==> config.mk <==
export PLATFORM = sky130hd
export DESIGN_NAME = flash_host
export DESIGN_NICKNAME = d
export VERILOG_FILES = /design/src/flash_host_pkg.sv /design/src/flash_host.sv
export VERILOG_INCLUDE_DIRS = /design/src
export SDC_FILE = /design/constraint.sdc
export NUM_CORES = 1
export LEC_CHECK = 0
export ABC_AREA = 1
export BUFFER_PORTS_ARGS = -buffer_cell sky130_fd_sc_hd__buf_2
export CORE_MARGIN = 5
export CORE_UTILIZATION = 35
export CTS_CLUSTER_SIZE = 28
export DETAILED_ROUTE_END_ITERATION = 10
export GPL_TIMING_DRIVEN = 0
export PLACE_DENSITY = 0.6
export SETUP_SLACK_MARGIN = 0.05
export SLEW_MARGIN = 10
export SYNTH_ARGS = -nofsm -noshare
export SYNTH_HDL_FRONTEND = slang
export SYNTH_SLANG_ARGS = --single-unit
==> constraint.sdc <==
create_clock -name clk_in -period 3 [get_ports clk_in]
set_clock_uncertainty 0.05 [all_clocks]
set_input_delay 0.45 -clock clk_in [delete_from_list [all_inputs] [get_ports clk_in]]
set_output_delay 0.45 -clock clk_in [all_outputs]
set_load 0.02 [all_outputs]
==> src/flash_host_consts.svh <==
// constants for the parallel flash host controller
`ifndef FLASH_HOST_CONSTS_SVH
`define FLASH_HOST_CONSTS_SVH
`define CLK_PERIOD_NS 10
`define RESET_LOW_MIN_NS 500
`define RESET_RELEASE_TO_READ_NS 200
`define TOGGLE_STROBE_HIGH_MIN_NS 150
`define WRITE_PULSE_MIN_NS 50
`define WRITE_HIGH_MIN_NS 40
`define READ_ACCESS_NS 110
`define SUSPEND_LATENCY_US 15
`define PROGRAM_MAX_US 50
`define SECTOR_ERASE_MAX_MS 400
`define CHIP_ERASE_MAX_S 10
`define CMD_ADDR_UNLOCK1 12'h0555
`define CMD_ADDR_UNLOCK2 12'h0AAA
`define CMD_DATA_UNLOCK1 8'hAA
`define CMD_DATA_UNLOCK2 8'h55
`define CMD_DATA_PROGRAM 8'hA0
`define CMD_DATA_ERASE_SETUP 8'h80
`define CMD_DATA_CHIP_ERASE 8'h10
`define CMD_DATA_SECTOR_ERASE 8'h30
`define CMD_DATA_SUSPEND 8'hB0
`define CMD_DATA_RESUME 8'hD0
`define CMD_DATA_ID_ENTRY 8'h90
`define CMD_DATA_ID_EXIT 8'hF0
`define POLARITY_BIT 7
`define TOGGLE_BIT 6
`define ERASE_TOGGLE_BIT 2
`endif

==> src/flash_host_pkg.sv <==
// types for the parallel flash host controller
`default_nettype none
package flash_host_pkg;
   typedef enum logic [2:0] {
      OP_READ = 3'd0,
      OP_PROGRAM = 3'd1,
      OP_SECTOR_ERASE = 3'd2,
      OP_CHIP_ERASE = 3'd3,
      OP_SUSPEND = 3'd4,
      OP_RESUME = 3'd5,
      OP_ID_ENTRY = 3'd6,
      OP_ID_EXIT = 3'd7
   } op_t;
   typedef enum logic [3:0] {
      ST_RESET = 4'b0000,
      ST_RECOVER = 4'b0001,
      ST_IDLE = 4'b0011,
      ST_WR_LOW = 4'b0010,
      ST_WR_HIGH = 4'b0110,
      ST_RD_LOW = 4'b0111,
      ST_RD_HIGH = 4'b0101,
      ST_DONE = 4'b0100
   } state_t;
endpackage
`default_nettype wire

==> src/flash_host.sv <==
// host controller driving the parallel flash through its pins
`include "flash_host_consts.svh"
`default_nettype none
module flash_host #(
   parameter int ADDR_W = 21,
   parameter int unsigned SUSPEND_CYC =
      (`SUSPEND_LATENCY_US * 1000) / `CLK_PERIOD_NS,
   parameter int unsigned PROGRAM_CYC =
      (`PROGRAM_MAX_US * 1000) / `CLK_PERIOD_NS,
   parameter int unsigned SECTOR_CYC =
      (`SECTOR_ERASE_MAX_MS * 100000) / `CLK_PERIOD_NS * 10,
   parameter int unsigned CHIP_CYC = 32'd1_000_000_000
) (
   input wire logic clk_in,
   input wire logic rstn_in,
   input wire logic req_in,
   input wire flash_host_pkg::op_t op_in,
   input wire logic [ADDR_W-1:0] addr_in,
   input wire logic [15:0] wdata_in,
   output logic ready_out,
   output logic done_out,
   output logic timeout_out,
   output logic [15:0] rdata_out,
   output logic [ADDR_W-1:0] flash_addr_out,
   output logic flash_cen_out,
   output logic flash_oen_out,
   output logic flash_wen_out,
   output logic flash_resetn_out,
   output logic [15:0] flash_dq_out,
   output logic flash_dq_oe_out,
   input wire logic [15:0] flash_dq_in
);
   import flash_host_pkg::*;

   // ----------------------------------------
   // timing counts
   // ----------------------------------------
   localparam int RST_CYC =
      (`RESET_LOW_MIN_NS + `CLK_PERIOD_NS - 1) / `CLK_PERIOD_NS;
   localparam int REC_CYC =
      (`RESET_RELEASE_TO_READ_NS + `CLK_PERIOD_NS - 1) / `CLK_PERIOD_NS;
   localparam int TGH_CYC =
      (`TOGGLE_STROBE_HIGH_MIN_NS + `CLK_PERIOD_NS - 1) / `CLK_PERIOD_NS;
   localparam int WPL_CYC =
      (`WRITE_PULSE_MIN_NS + `CLK_PERIOD_NS - 1) / `CLK_PERIOD_NS;
   localparam int WPH_CYC =
      (`WRITE_HIGH_MIN_NS + `CLK_PERIOD_NS - 1) / `CLK_PERIOD_NS;
   localparam int RDL_CYC =
      (`READ_ACCESS_NS + `CLK_PERIOD_NS - 1) / `CLK_PERIOD_NS + 1;

   // ----------------------------------------
   // state
   // ----------------------------------------
   state_t state, next_state;
   op_t op, next_op;
   logic [31:0] cnt, next_cnt;
   logic [31:0] wait_cnt, next_wait_cnt;
   logic [2:0] step, next_step;
   logic [2:0] nsteps, next_nsteps;
   logic [ADDR_W-1:0] addr, next_addr;
   logic [15:0] wdata, next_wdata;
   logic [15:0] rdata, next_rdata;
   logic [15:0] last, next_last;
   logic polling, next_polling;
   logic have_last, next_have_last;
   logic done, next_done;
   logic timeout, next_timeout;
   logic [ADDR_W-1:0] cyc_addr;
   logic [7:0] cyc_data;

   function automatic logic [ADDR_W-1:0] cmd_addr(input logic [11:0] a);
      cmd_addr = {{(ADDR_W-12){1'b0}}, a};
   endfunction

   // one bus write of the command sequence for the current op and step
   always_comb begin
      cyc_addr = cmd_addr(`CMD_ADDR_UNLOCK1);
      cyc_data = `CMD_DATA_UNLOCK1;
      if (step == 3'd1) begin
         cyc_addr = cmd_addr(`CMD_ADDR_UNLOCK2);
         cyc_data = `CMD_DATA_UNLOCK2;
      end else if (step == 3'd4) begin
         cyc_addr = cmd_addr(`CMD_ADDR_UNLOCK2);
         cyc_data = `CMD_DATA_UNLOCK2;
      end else if (step == 3'd3) begin
         cyc_data = `CMD_DATA_UNLOCK1;
      end else if (step == 3'd2) begin
         case (op)
            OP_PROGRAM: cyc_data = `CMD_DATA_PROGRAM;
            OP_ID_ENTRY: cyc_data = `CMD_DATA_ID_ENTRY;
            OP_ID_EXIT: cyc_data = `CMD_DATA_ID_EXIT;
            default: cyc_data = `CMD_DATA_ERASE_SETUP;
         endcase
      end else if (step == 3'd5) begin
         if (op == OP_CHIP_ERASE) begin
            cyc_data = `CMD_DATA_CHIP_ERASE;
         end else begin
            cyc_addr = addr;
            cyc_data = `CMD_DATA_SECTOR_ERASE;
         end
      end
      if (op == OP_SUSPEND || op == OP_RESUME) begin
         cyc_addr = addr;
         cyc_data = (op == OP_SUSPEND) ? `CMD_DATA_SUSPEND
                                       : `CMD_DATA_RESUME;
      end
   end

   always_comb begin
      next_state = state;
      next_op = op;
      next_cnt = cnt;
      next_wait_cnt = wait_cnt;
      next_step = step;
      next_nsteps = nsteps;
      next_addr = addr;
      next_wdata = wdata;
      next_rdata = rdata;
      next_last = last;
      next_polling = polling;
      next_have_last = have_last;
      next_done = 1'b0;
      next_timeout = 1'b0;
      case (state)
         ST_RESET: begin
            next_cnt = cnt + 32'd1;
            if (cnt >= 32'(RST_CYC - 1)) begin
               next_cnt = '0;
               next_state = ST_RECOVER;
            end
         end
         ST_RECOVER: begin
            next_cnt = cnt + 32'd1;
            if (cnt >= 32'(REC_CYC - 1)) begin
               next_cnt = '0;
               next_state = ST_IDLE;
            end
         end
         ST_IDLE: begin
            if (req_in) begin
               next_op = op_in;
               next_addr = addr_in;
               next_wdata = wdata_in;
               next_step = 3'd0;
               next_cnt = '0;
               next_wait_cnt = '0;
               next_polling = 1'b0;
               next_have_last = 1'b0;
               case (op_in)
                  OP_READ: next_state = ST_RD_LOW;
                  OP_PROGRAM: next_nsteps = 3'd4;
                  OP_SECTOR_ERASE: next_nsteps = 3'd6;
                  OP_CHIP_ERASE: next_nsteps = 3'd6;
                  OP_SUSPEND: next_nsteps = 3'd1;
                  OP_RESUME: next_nsteps = 3'd1;
                  default: next_nsteps = 3'd3;
               endcase
               if (op_in != OP_READ) begin
                  next_state = ST_WR_LOW;
               end
            end
         end
         ST_WR_LOW: begin
            next_cnt = cnt + 32'd1;
            if (cnt >= 32'(WPL_CYC - 1)) begin
               next_cnt = '0;
               next_state = ST_WR_HIGH;
            end
         end
         ST_WR_HIGH: begin
            next_cnt = cnt + 32'd1;
            if (cnt >= 32'(WPH_CYC - 1)) begin
               next_cnt = '0;
               next_step = step + 3'd1;
               if (op == OP_PROGRAM && step == 3'd3) begin
                  next_state = ST_RD_HIGH;
                  next_polling = 1'b1;
               end else if (step + 3'd1 < nsteps) begin
                  next_state = ST_WR_LOW;
               end else if (op == OP_SECTOR_ERASE ||
                            op == OP_CHIP_ERASE) begin
                  next_state = ST_RD_HIGH;
                  next_polling = 1'b1;
               end else if (op == OP_SUSPEND) begin
                  next_wait_cnt = wait_cnt + 32'd1;
                  next_state = ST_WR_HIGH;
                  next_step = step;
                  next_cnt = cnt;
                  if (wait_cnt >= SUSPEND_CYC) begin
                     next_state = ST_DONE;
                  end
               end else begin
                  next_state = ST_DONE;
               end
            end
         end
         ST_RD_LOW: begin
            next_cnt = cnt + 32'd1;
            if (polling) begin
               next_wait_cnt = wait_cnt + 32'd1;
            end
            if (cnt >= 32'(RDL_CYC - 1)) begin
               next_cnt = '0;
               next_rdata = flash_dq_in;
               if (!polling) begin
                  next_state = ST_DONE;
               end else begin
                  next_last = flash_dq_in;
                  next_have_last = 1'b1;
                  next_state = ST_RD_HIGH;
                  if (have_last &&
                      flash_dq_in[`TOGGLE_BIT] == last[`TOGGLE_BIT]) begin
                     next_state = ST_DONE;
                  end
               end
            end
         end
         ST_RD_HIGH: begin
            next_cnt = cnt + 32'd1;
            next_wait_cnt = wait_cnt + 32'd1;
            if (cnt >= 32'(TGH_CYC - 1)) begin
               next_cnt = '0;
               next_state = ST_RD_LOW;
            end
            if ((op == OP_PROGRAM && wait_cnt >= PROGRAM_CYC) ||
                (op == OP_SECTOR_ERASE && wait_cnt >= SECTOR_CYC) ||
                (op == OP_CHIP_ERASE && wait_cnt >= CHIP_CYC)) begin
               next_timeout = 1'b1;
               next_state = ST_IDLE;
            end
         end
         default: begin
            next_done = 1'b1;
            next_state = ST_IDLE;
         end
      endcase
   end

   always_ff @(posedge clk_in or negedge rstn_in) begin
      if (!rstn_in) begin
         state <= ST_RESET;
         op <= OP_READ;
         cnt <= '0;
         wait_cnt <= '0;
         step <= '0;
         nsteps <= '0;
         addr <= '0;
         wdata <= '0;
         rdata <= '0;
         last <= '0;
         polling <= 1'b0;
         have_last <= 1'b0;
         done <= 1'b0;
         timeout <= 1'b0;
      end else begin
         state <= next_state;
         op <= next_op;
         cnt <= next_cnt;
         wait_cnt <= next_wait_cnt;
         step <= next_step;
         nsteps <= next_nsteps;
         addr <= next_addr;
         wdata <= next_wdata;
         rdata <= next_rdata;
         last <= next_last;
         polling <= next_polling;
         have_last <= next_have_last;
         done <= next_done;
         timeout <= next_timeout;
      end
   end

   // ----------------------------------------
   // pins
   // ----------------------------------------
   logic prog_data;
   assign prog_data = (op == OP_PROGRAM) && (step == 3'd3);
   assign ready_out = (state == ST_IDLE);
   assign done_out = done;
   assign timeout_out = timeout;
   assign rdata_out = rdata;
   assign flash_resetn_out = (state != ST_RESET);
   // polling reads stay on the target address
   assign flash_addr_out = (state == ST_RD_LOW || state == ST_RD_HIGH ||
                            prog_data) ? addr : cyc_addr;
   assign flash_cen_out = !(state == ST_WR_LOW || state == ST_RD_LOW);
   assign flash_wen_out = !(state == ST_WR_LOW);
   assign flash_oen_out = !(state == ST_RD_LOW);
   assign flash_dq_oe_out = (state == ST_WR_LOW || state == ST_WR_HIGH);
   assign flash_dq_out = prog_data ? wdata : {8'h00, cyc_data};
endmodule
`default_nettype wire

# ---- Word level (Yosys, flattened, before mapping)
# Index checks and enable logic that the tools add are counted.
dict set report classes {
  mux 75
  n_addsub 3
  magnitude_cmp 11
  n_reduce_logical 37
  n_bitwise 1
  n_eq_ne 41
}
# operator count
set ops {}
lappend ops {{32-bit 2-to-1 mux} 17}
lappend ops {{32-bit case mux with 7 select lines} 1}
lappend ops {{21-bit 2-to-1 mux} 8}
lappend ops {{32-bit case mux with 4 select lines} 1}
lappend ops {{32-bit by 1-bit adder with 32-bit output (second input constant)} 2}
lappend ops {{32-bit by 4-bit greater-or-equal comparator with 1-bit output (second input constant)} 2}
lappend ops {{4-bit 2-to-1 mux} 14}
lappend ops {{8-bit 2-to-1 mux} 6}
lappend ops {{32-bit by 11-bit greater-or-equal comparator with 1-bit output (second input constant)} 1}
lappend ops {{32-bit by 13-bit greater-or-equal comparator with 1-bit output (second input constant)} 1}
lappend ops {{32-bit by 2-bit greater-or-equal comparator with 1-bit output (second input constant)} 1}
lappend ops {{32-bit by 26-bit greater-or-equal comparator with 1-bit output (second input constant)} 1}
lappend ops {{32-bit by 3-bit greater-or-equal comparator with 1-bit output (second input constant)} 1}
lappend ops {{32-bit by 30-bit greater-or-equal comparator with 1-bit output (second input constant)} 1}
lappend ops {{32-bit by 5-bit greater-or-equal comparator with 1-bit output (second input constant)} 1}
lappend ops {{32-bit by 6-bit greater-or-equal comparator with 1-bit output (second input constant)} 1}
lappend ops {{4-bit case mux with 7 select lines} 1}
lappend ops {{3-bit == test (second input constant)} 8}
lappend ops {{2-bit inequality test (second input constant)} 11}
lappend ops {{7-bit case mux with 3 select lines} 1}
lappend ops {{3-bit by 2-bit == test with 1-bit output (second input constant)} 6}
lappend ops {{3-bit 2-to-1 mux} 6}
lappend ops {{16-bit 2-to-1 mux} 1}
lappend ops {{8-bit AND reduction} 2}
lappend ops {{other kinds (34)} 73}
dict set report word_totals {
  regBits 141
  elab_cells 182
  in_bits 59
  out_inout_bits 61
}

# ---- Depth between registers and ports, before layout
dict set report depth {
  depth_word 9
  ltp_mapped 15
  ltp_nobuf 15
}

# ---- Worst setup path before layout
# No wires, ideal clock.
dict set report synth_timing {
  path_kind {flip-flop to output port}
  start {register step[0]}
  end {output flash_addr_out[0]}
  path_buffers 0
  stages_incl_launch_ff 10
  arrival_ns 1.818
  setup_slack_ns 0.682
  required_time_ns 2.500
  cell_sequence {dfrtp_1 -> ha_1 -> ha_1 -> inv_1 -> nor2_1 -> inv_1 -> nand3_1 -> nor3_2 -> nor2_1 -> nor2_1}
}
dict set report synth_between {
  elab_chain_len 8
  word_cells_on_any_way 14
  classes_between {eq/ne (5); mux (7); reduce/logical (2)}
}
# element line
set synth_lines {}
lappend synth_lines {{start: declaration} flash_host.sv:58} ;# logic [2:0] step, next_step;
lappend synth_lines {{start signal: assignment} flash_host.sv:260} ;# step <= next_step;
lappend synth_lines {{3-bit == test} flash_host.sv:94} ;# end else if (step == 3'd5) begin
lappend synth_lines {{21-bit 2-to-1 mux} flash_host.sv:94}
lappend synth_lines {{21-bit 2-to-1 mux} flash_host.sv:87} ;# end else if (step == 3'd2) begin
lappend synth_lines {{21-bit 2-to-1 mux} flash_host.sv:85} ;# end else if (step == 3'd3) begin
lappend synth_lines {{21-bit 2-to-1 mux} flash_host.sv:82} ;# end else if (step == 3'd4) begin
lappend synth_lines {{21-bit 2-to-1 mux} flash_host.sv:79} ;# if (step == 3'd1) begin
lappend synth_lines {{21-bit 2-to-1 mux} flash_host.sv:102} ;# if (op == OP_SUSPEND || op == OP_RESUME) begin
lappend synth_lines {{21-bit 2-to-1 mux *} flash_host.sv:285} ;# prog_data) ? addr : cyc_addr;
lappend synth_lines {{end: declaration} flash_host.sv:24} ;# output logic [ADDR_W-1:0] flash_addr_out,
# Mark *: on every way between the ends. The rest lies on a longest branch, timed or not.

# ---- Final worst setup path
dict set report layout_timing {
  start {register step[0]}
  end {output flash_addr_out[6]}
}
# The elaborated chain is that of the path after synthesis.

==> flow_summary_export.csv <==
group,metric,value,unit
floorplanning,chipHeight,159.2,µm
layout,fin_nets,1312,
critical_path,r2r_start,"step[0]",
drt,wl_per_cell,13.80,µm
global_route,grt_first_pass_wirelength,35880,µm
floorplanning,die_w,159.2,µm
critical_path,worst-path-buf-inv,4,
floorplanning,start_util,0.3559,
sta,finalHoldViolCount,0,
pwr,fin_total_pwr,8.277,mW
drt,viasPerCell,4.699,
floorplanning,core,0.02189,mm²
clock_network,clk_pin_slew_worst_paths,70,ps
pwr,power.internal,4.490,mW
global_route,grt_pass1_vias,7063,
layout,fin_cells,1533,
critical_path,critPathMaxStageDelay,420,ps
drt,vias,7203,
sta,fmax,353.9,MHz
critical_path,cp-startpoint,"step[0]",
synthesis,yosysWarnings,0,
drt,drtIter0Drc,550,
layout,drive_gt1_frac,0.1923,
critical_path,crit_slowest_cell,"dfrtp_1",
synthesis,synthMostInstantiatedCell,"nand2_1",
pwr,leakagePower,4.670,nW
global_route,antenna_found_initial,0,
critical_path,crit_path_end_kind,"primary output",
synthesis,yosysSeqAreaShare,0.4305,
sta,fin_crit_sh,0.9419,
pwr,vdd_drop_max,0.7814,mV
drt,drc_errors,0,
synthesis,synth_edf_count,0,
clock_network,clock_latency,440,ps
synthesis,synth-main-ff-cell,"dfrtp_1",
critical_path,cp_cell_sequence,"ha_1, ha_1, inv_1, nor2_1, inv_2, nand3_4, nor3_4, buf_6, nor2_1, nor2_1, buf_2",
pwr,power_switching,3.787,mW
sta,worst_pin_slew,710.7,ps
job,drv_cap,0,
synthesis,avgSynthCellArea,7.114,µm²
critical_path,crit_required,2500,ps
sta,final_max_slew_viol_count,0,
min_path,hold_start,"wdata_in[1]",
clock_network,cts_buffer_depth,2,
critical_path,start_kind,"flop",
pwr,combPwrFrac,0.453,
synthesis,synth_commonest_cells,"nand2_1 (344), nor2_1 (176), dfrtp_1 (134)",
sta,final.setup.tns,0,ps
layout,antennaDiodeCount,0,
critical_path,critPathArrivalTime,2330,ps
run_status,status,"complete, no violations",
sta,setup_violations,0,
critical_path,path_class,"reg2out",
clock_network,cts_tree,"yes",
synthesis,synth.net_count,1167,
clock_network,cts_root_buf,"clkbuf_16",
global_route,grt_overflow,0,
floorplanning,row_count,54,
synthesis,synthArstFlopShare,1.000,
sta,rsz0062_at_grt,"true",
synthesis,synth_cell_type_count,44,
sta,finalCriticalPeriod,2826,ps
layout,fillers,2254,
drt,dr.pass1.iters,5,
synthesis,synth_top_area_share,0.4305,
clock_network,cts_buffers,17,
global_route,grt_max_degree,93,
sta,slew_headroom,0.5225,
floorplanning,io_pins,120,
pwr,seqPwrFrac,0.294,
clock_network,h-tree-depth,4,
critical_path,crit_fanout,7,
placement,gp_congestion,0.9146,
min_path,hp-class,"in2reg",
critical_path,cp_common_cell,"nor2_1",
global_route,grt_usage,0.1703,
clock_network,cts_sinks,134,
pwr,clockPowerShare,0.253,
placement,hpwlAfterDp,15770,µm
placement,dpl.cell_count,1495,
drt,antenna_left,0,
synthesis,synthCells,1095,
synthesis,ys_ff_latch,134,
synthesis,yosysTopAreaCell,"dfrtp_1",
pwr,swShare,0.4576,
drt,routed_wl,21160,µm
placement,numPortBuffers,119,
synthesis,syn_area,0.007790,mm²
pwr,powerDensity,874.4,mW/mm²
critical_path,path_delay_family,"simple AND/OR/NAND/NOR gates",
layout,area_growth,21.51,%
synthesis,ys_top_cells_by_area,"dfrtp_1 (43%), nand2_1 (17%), nor2_1 (8.5%), inv_1 (5.8%), nand3_1 (4.7%)",
floorplanning,die-area,0.02534,mm²
worst min-delay path: cells and delay by family:
family	cells	cell delay, ps
buffers and inverters	1	70
and+or+nand+nor	2	80
kinds of logic (layout without fill, tap and decap cells):
kind of cell | count (synthesis) | count (layout) | synth area share
AND/OR/NAND/NOR | 672 | 672 | 0.3689
XOR/XNOR | 11 | 11 | 0.01237
adder cells (fa/ha/maj) | 13 | 13 | 0.02088
buffers and inverters | 163 | 321 | 0.08577
AO/OA/AOI/OAI | 102 | 102 | 0.08159
flip-flops | 134 | 134 | 0.4305
stage by stage:
step	hold slack [ps]	util	setup slack, ps	area [µm²]
5_1_grt	157.8	0.4324	30.00	9465
3_3_place_gp	399.1	0.3991	-598.6	8736
3_5_place_dp	318.5	0.4008	259.5	8773
6_report	148.4	0.4324	174.4	9465
2_1_floorplan	104.4	-	682.3	7790
4_1_cts	136.9	0.4314	70.30	9443
cells in the final DEF, fill, tap and decap left out, drive strengths merged:
master       count
nor4             1
clkinvlp         1
nand3           78
dfrtp          134
nor2           185
a41oi            1
o31ai            6
clkbuf          28
nand3b           3
buf            142
dlygate4sd3      1
o22ai            1
a21oi           16
clkinv           5
a31oi            2
a22o             1
inv            144
ha              13
a211oi           1
nor3            33
o21ai           73
nand2          348
or2              4
xor2            11
o211a            1
nand4           20
cell type report:
class	instances	area, µm²	share of cell area
multi-input cells	798	3816	0.4032
flip-flops and latches	134	3353	0.3543
repair buffers	126	696.9	0.07363
inverters	135	514.2	0.05433
clock buffers	17	425.4	0.04494
well taps	280	350.3	0.03701
plain buffers	28	156.4	0.01652
clock inverters	15	152.6	0.01613
flip-flops by register name (all words and copies together), names as in the netlist, 3 cells and up:
| register | cells |
|---|---|
| wdata | 16 |
| cnt | 32 |
| rdata_out | 16 |
| addr | 21 |
| step | 3 |
| nsteps | 3 |
| state | 3 |
| wait_cnt | 32 |
| op | 3 |
path summary, 6_finish.rpt:
kind	end	slack, ps	depth (start not counted)
max	flash_addr_out[6]	170	11
min	wdata[1]	150	3
min reg2reg	rdata_out[10]	420	2
min in group asynchronous	wait_cnt[17]	450	2
max in group asynchronous	cnt[14]	1670	3
max reg2reg	wait_cnt[14]	360	15
power by group through the flow:
stage | sequential [mW] | clock (mW) | combinational, mW
final | 2.44 | 2.10 | 3.75
after detailed placement | 2.47 | 0 | 3.61
after CTS | 2.44 | 2.15 | 3.75
after floorplan | 2.43 | 0 | 2.51
after global placement | 2.46 | 0 | 3.60
after global routing | 2.49 | 2.21 | 4.17
routing by layer:
metal  up-vias  track usage  part of all wire
met3        17      0.03417             0.052
met5         -            0                 0
met2       188       0.2673              0.45
li1       3739            -                 -
met4         0      0.05041             0.013
met1      3259       0.2390              0.49
timing repair:
action                                  in CTS  in global routing
pin swaps                                    3                  2
hold endpoints to repair                    42                  0
endpoints found under the setup margin      23                 23
hold buffers                                 1                  0
buffers inserted                             3                  2
resized for setup                           10                  6
(Power assumes the default switching activity.)
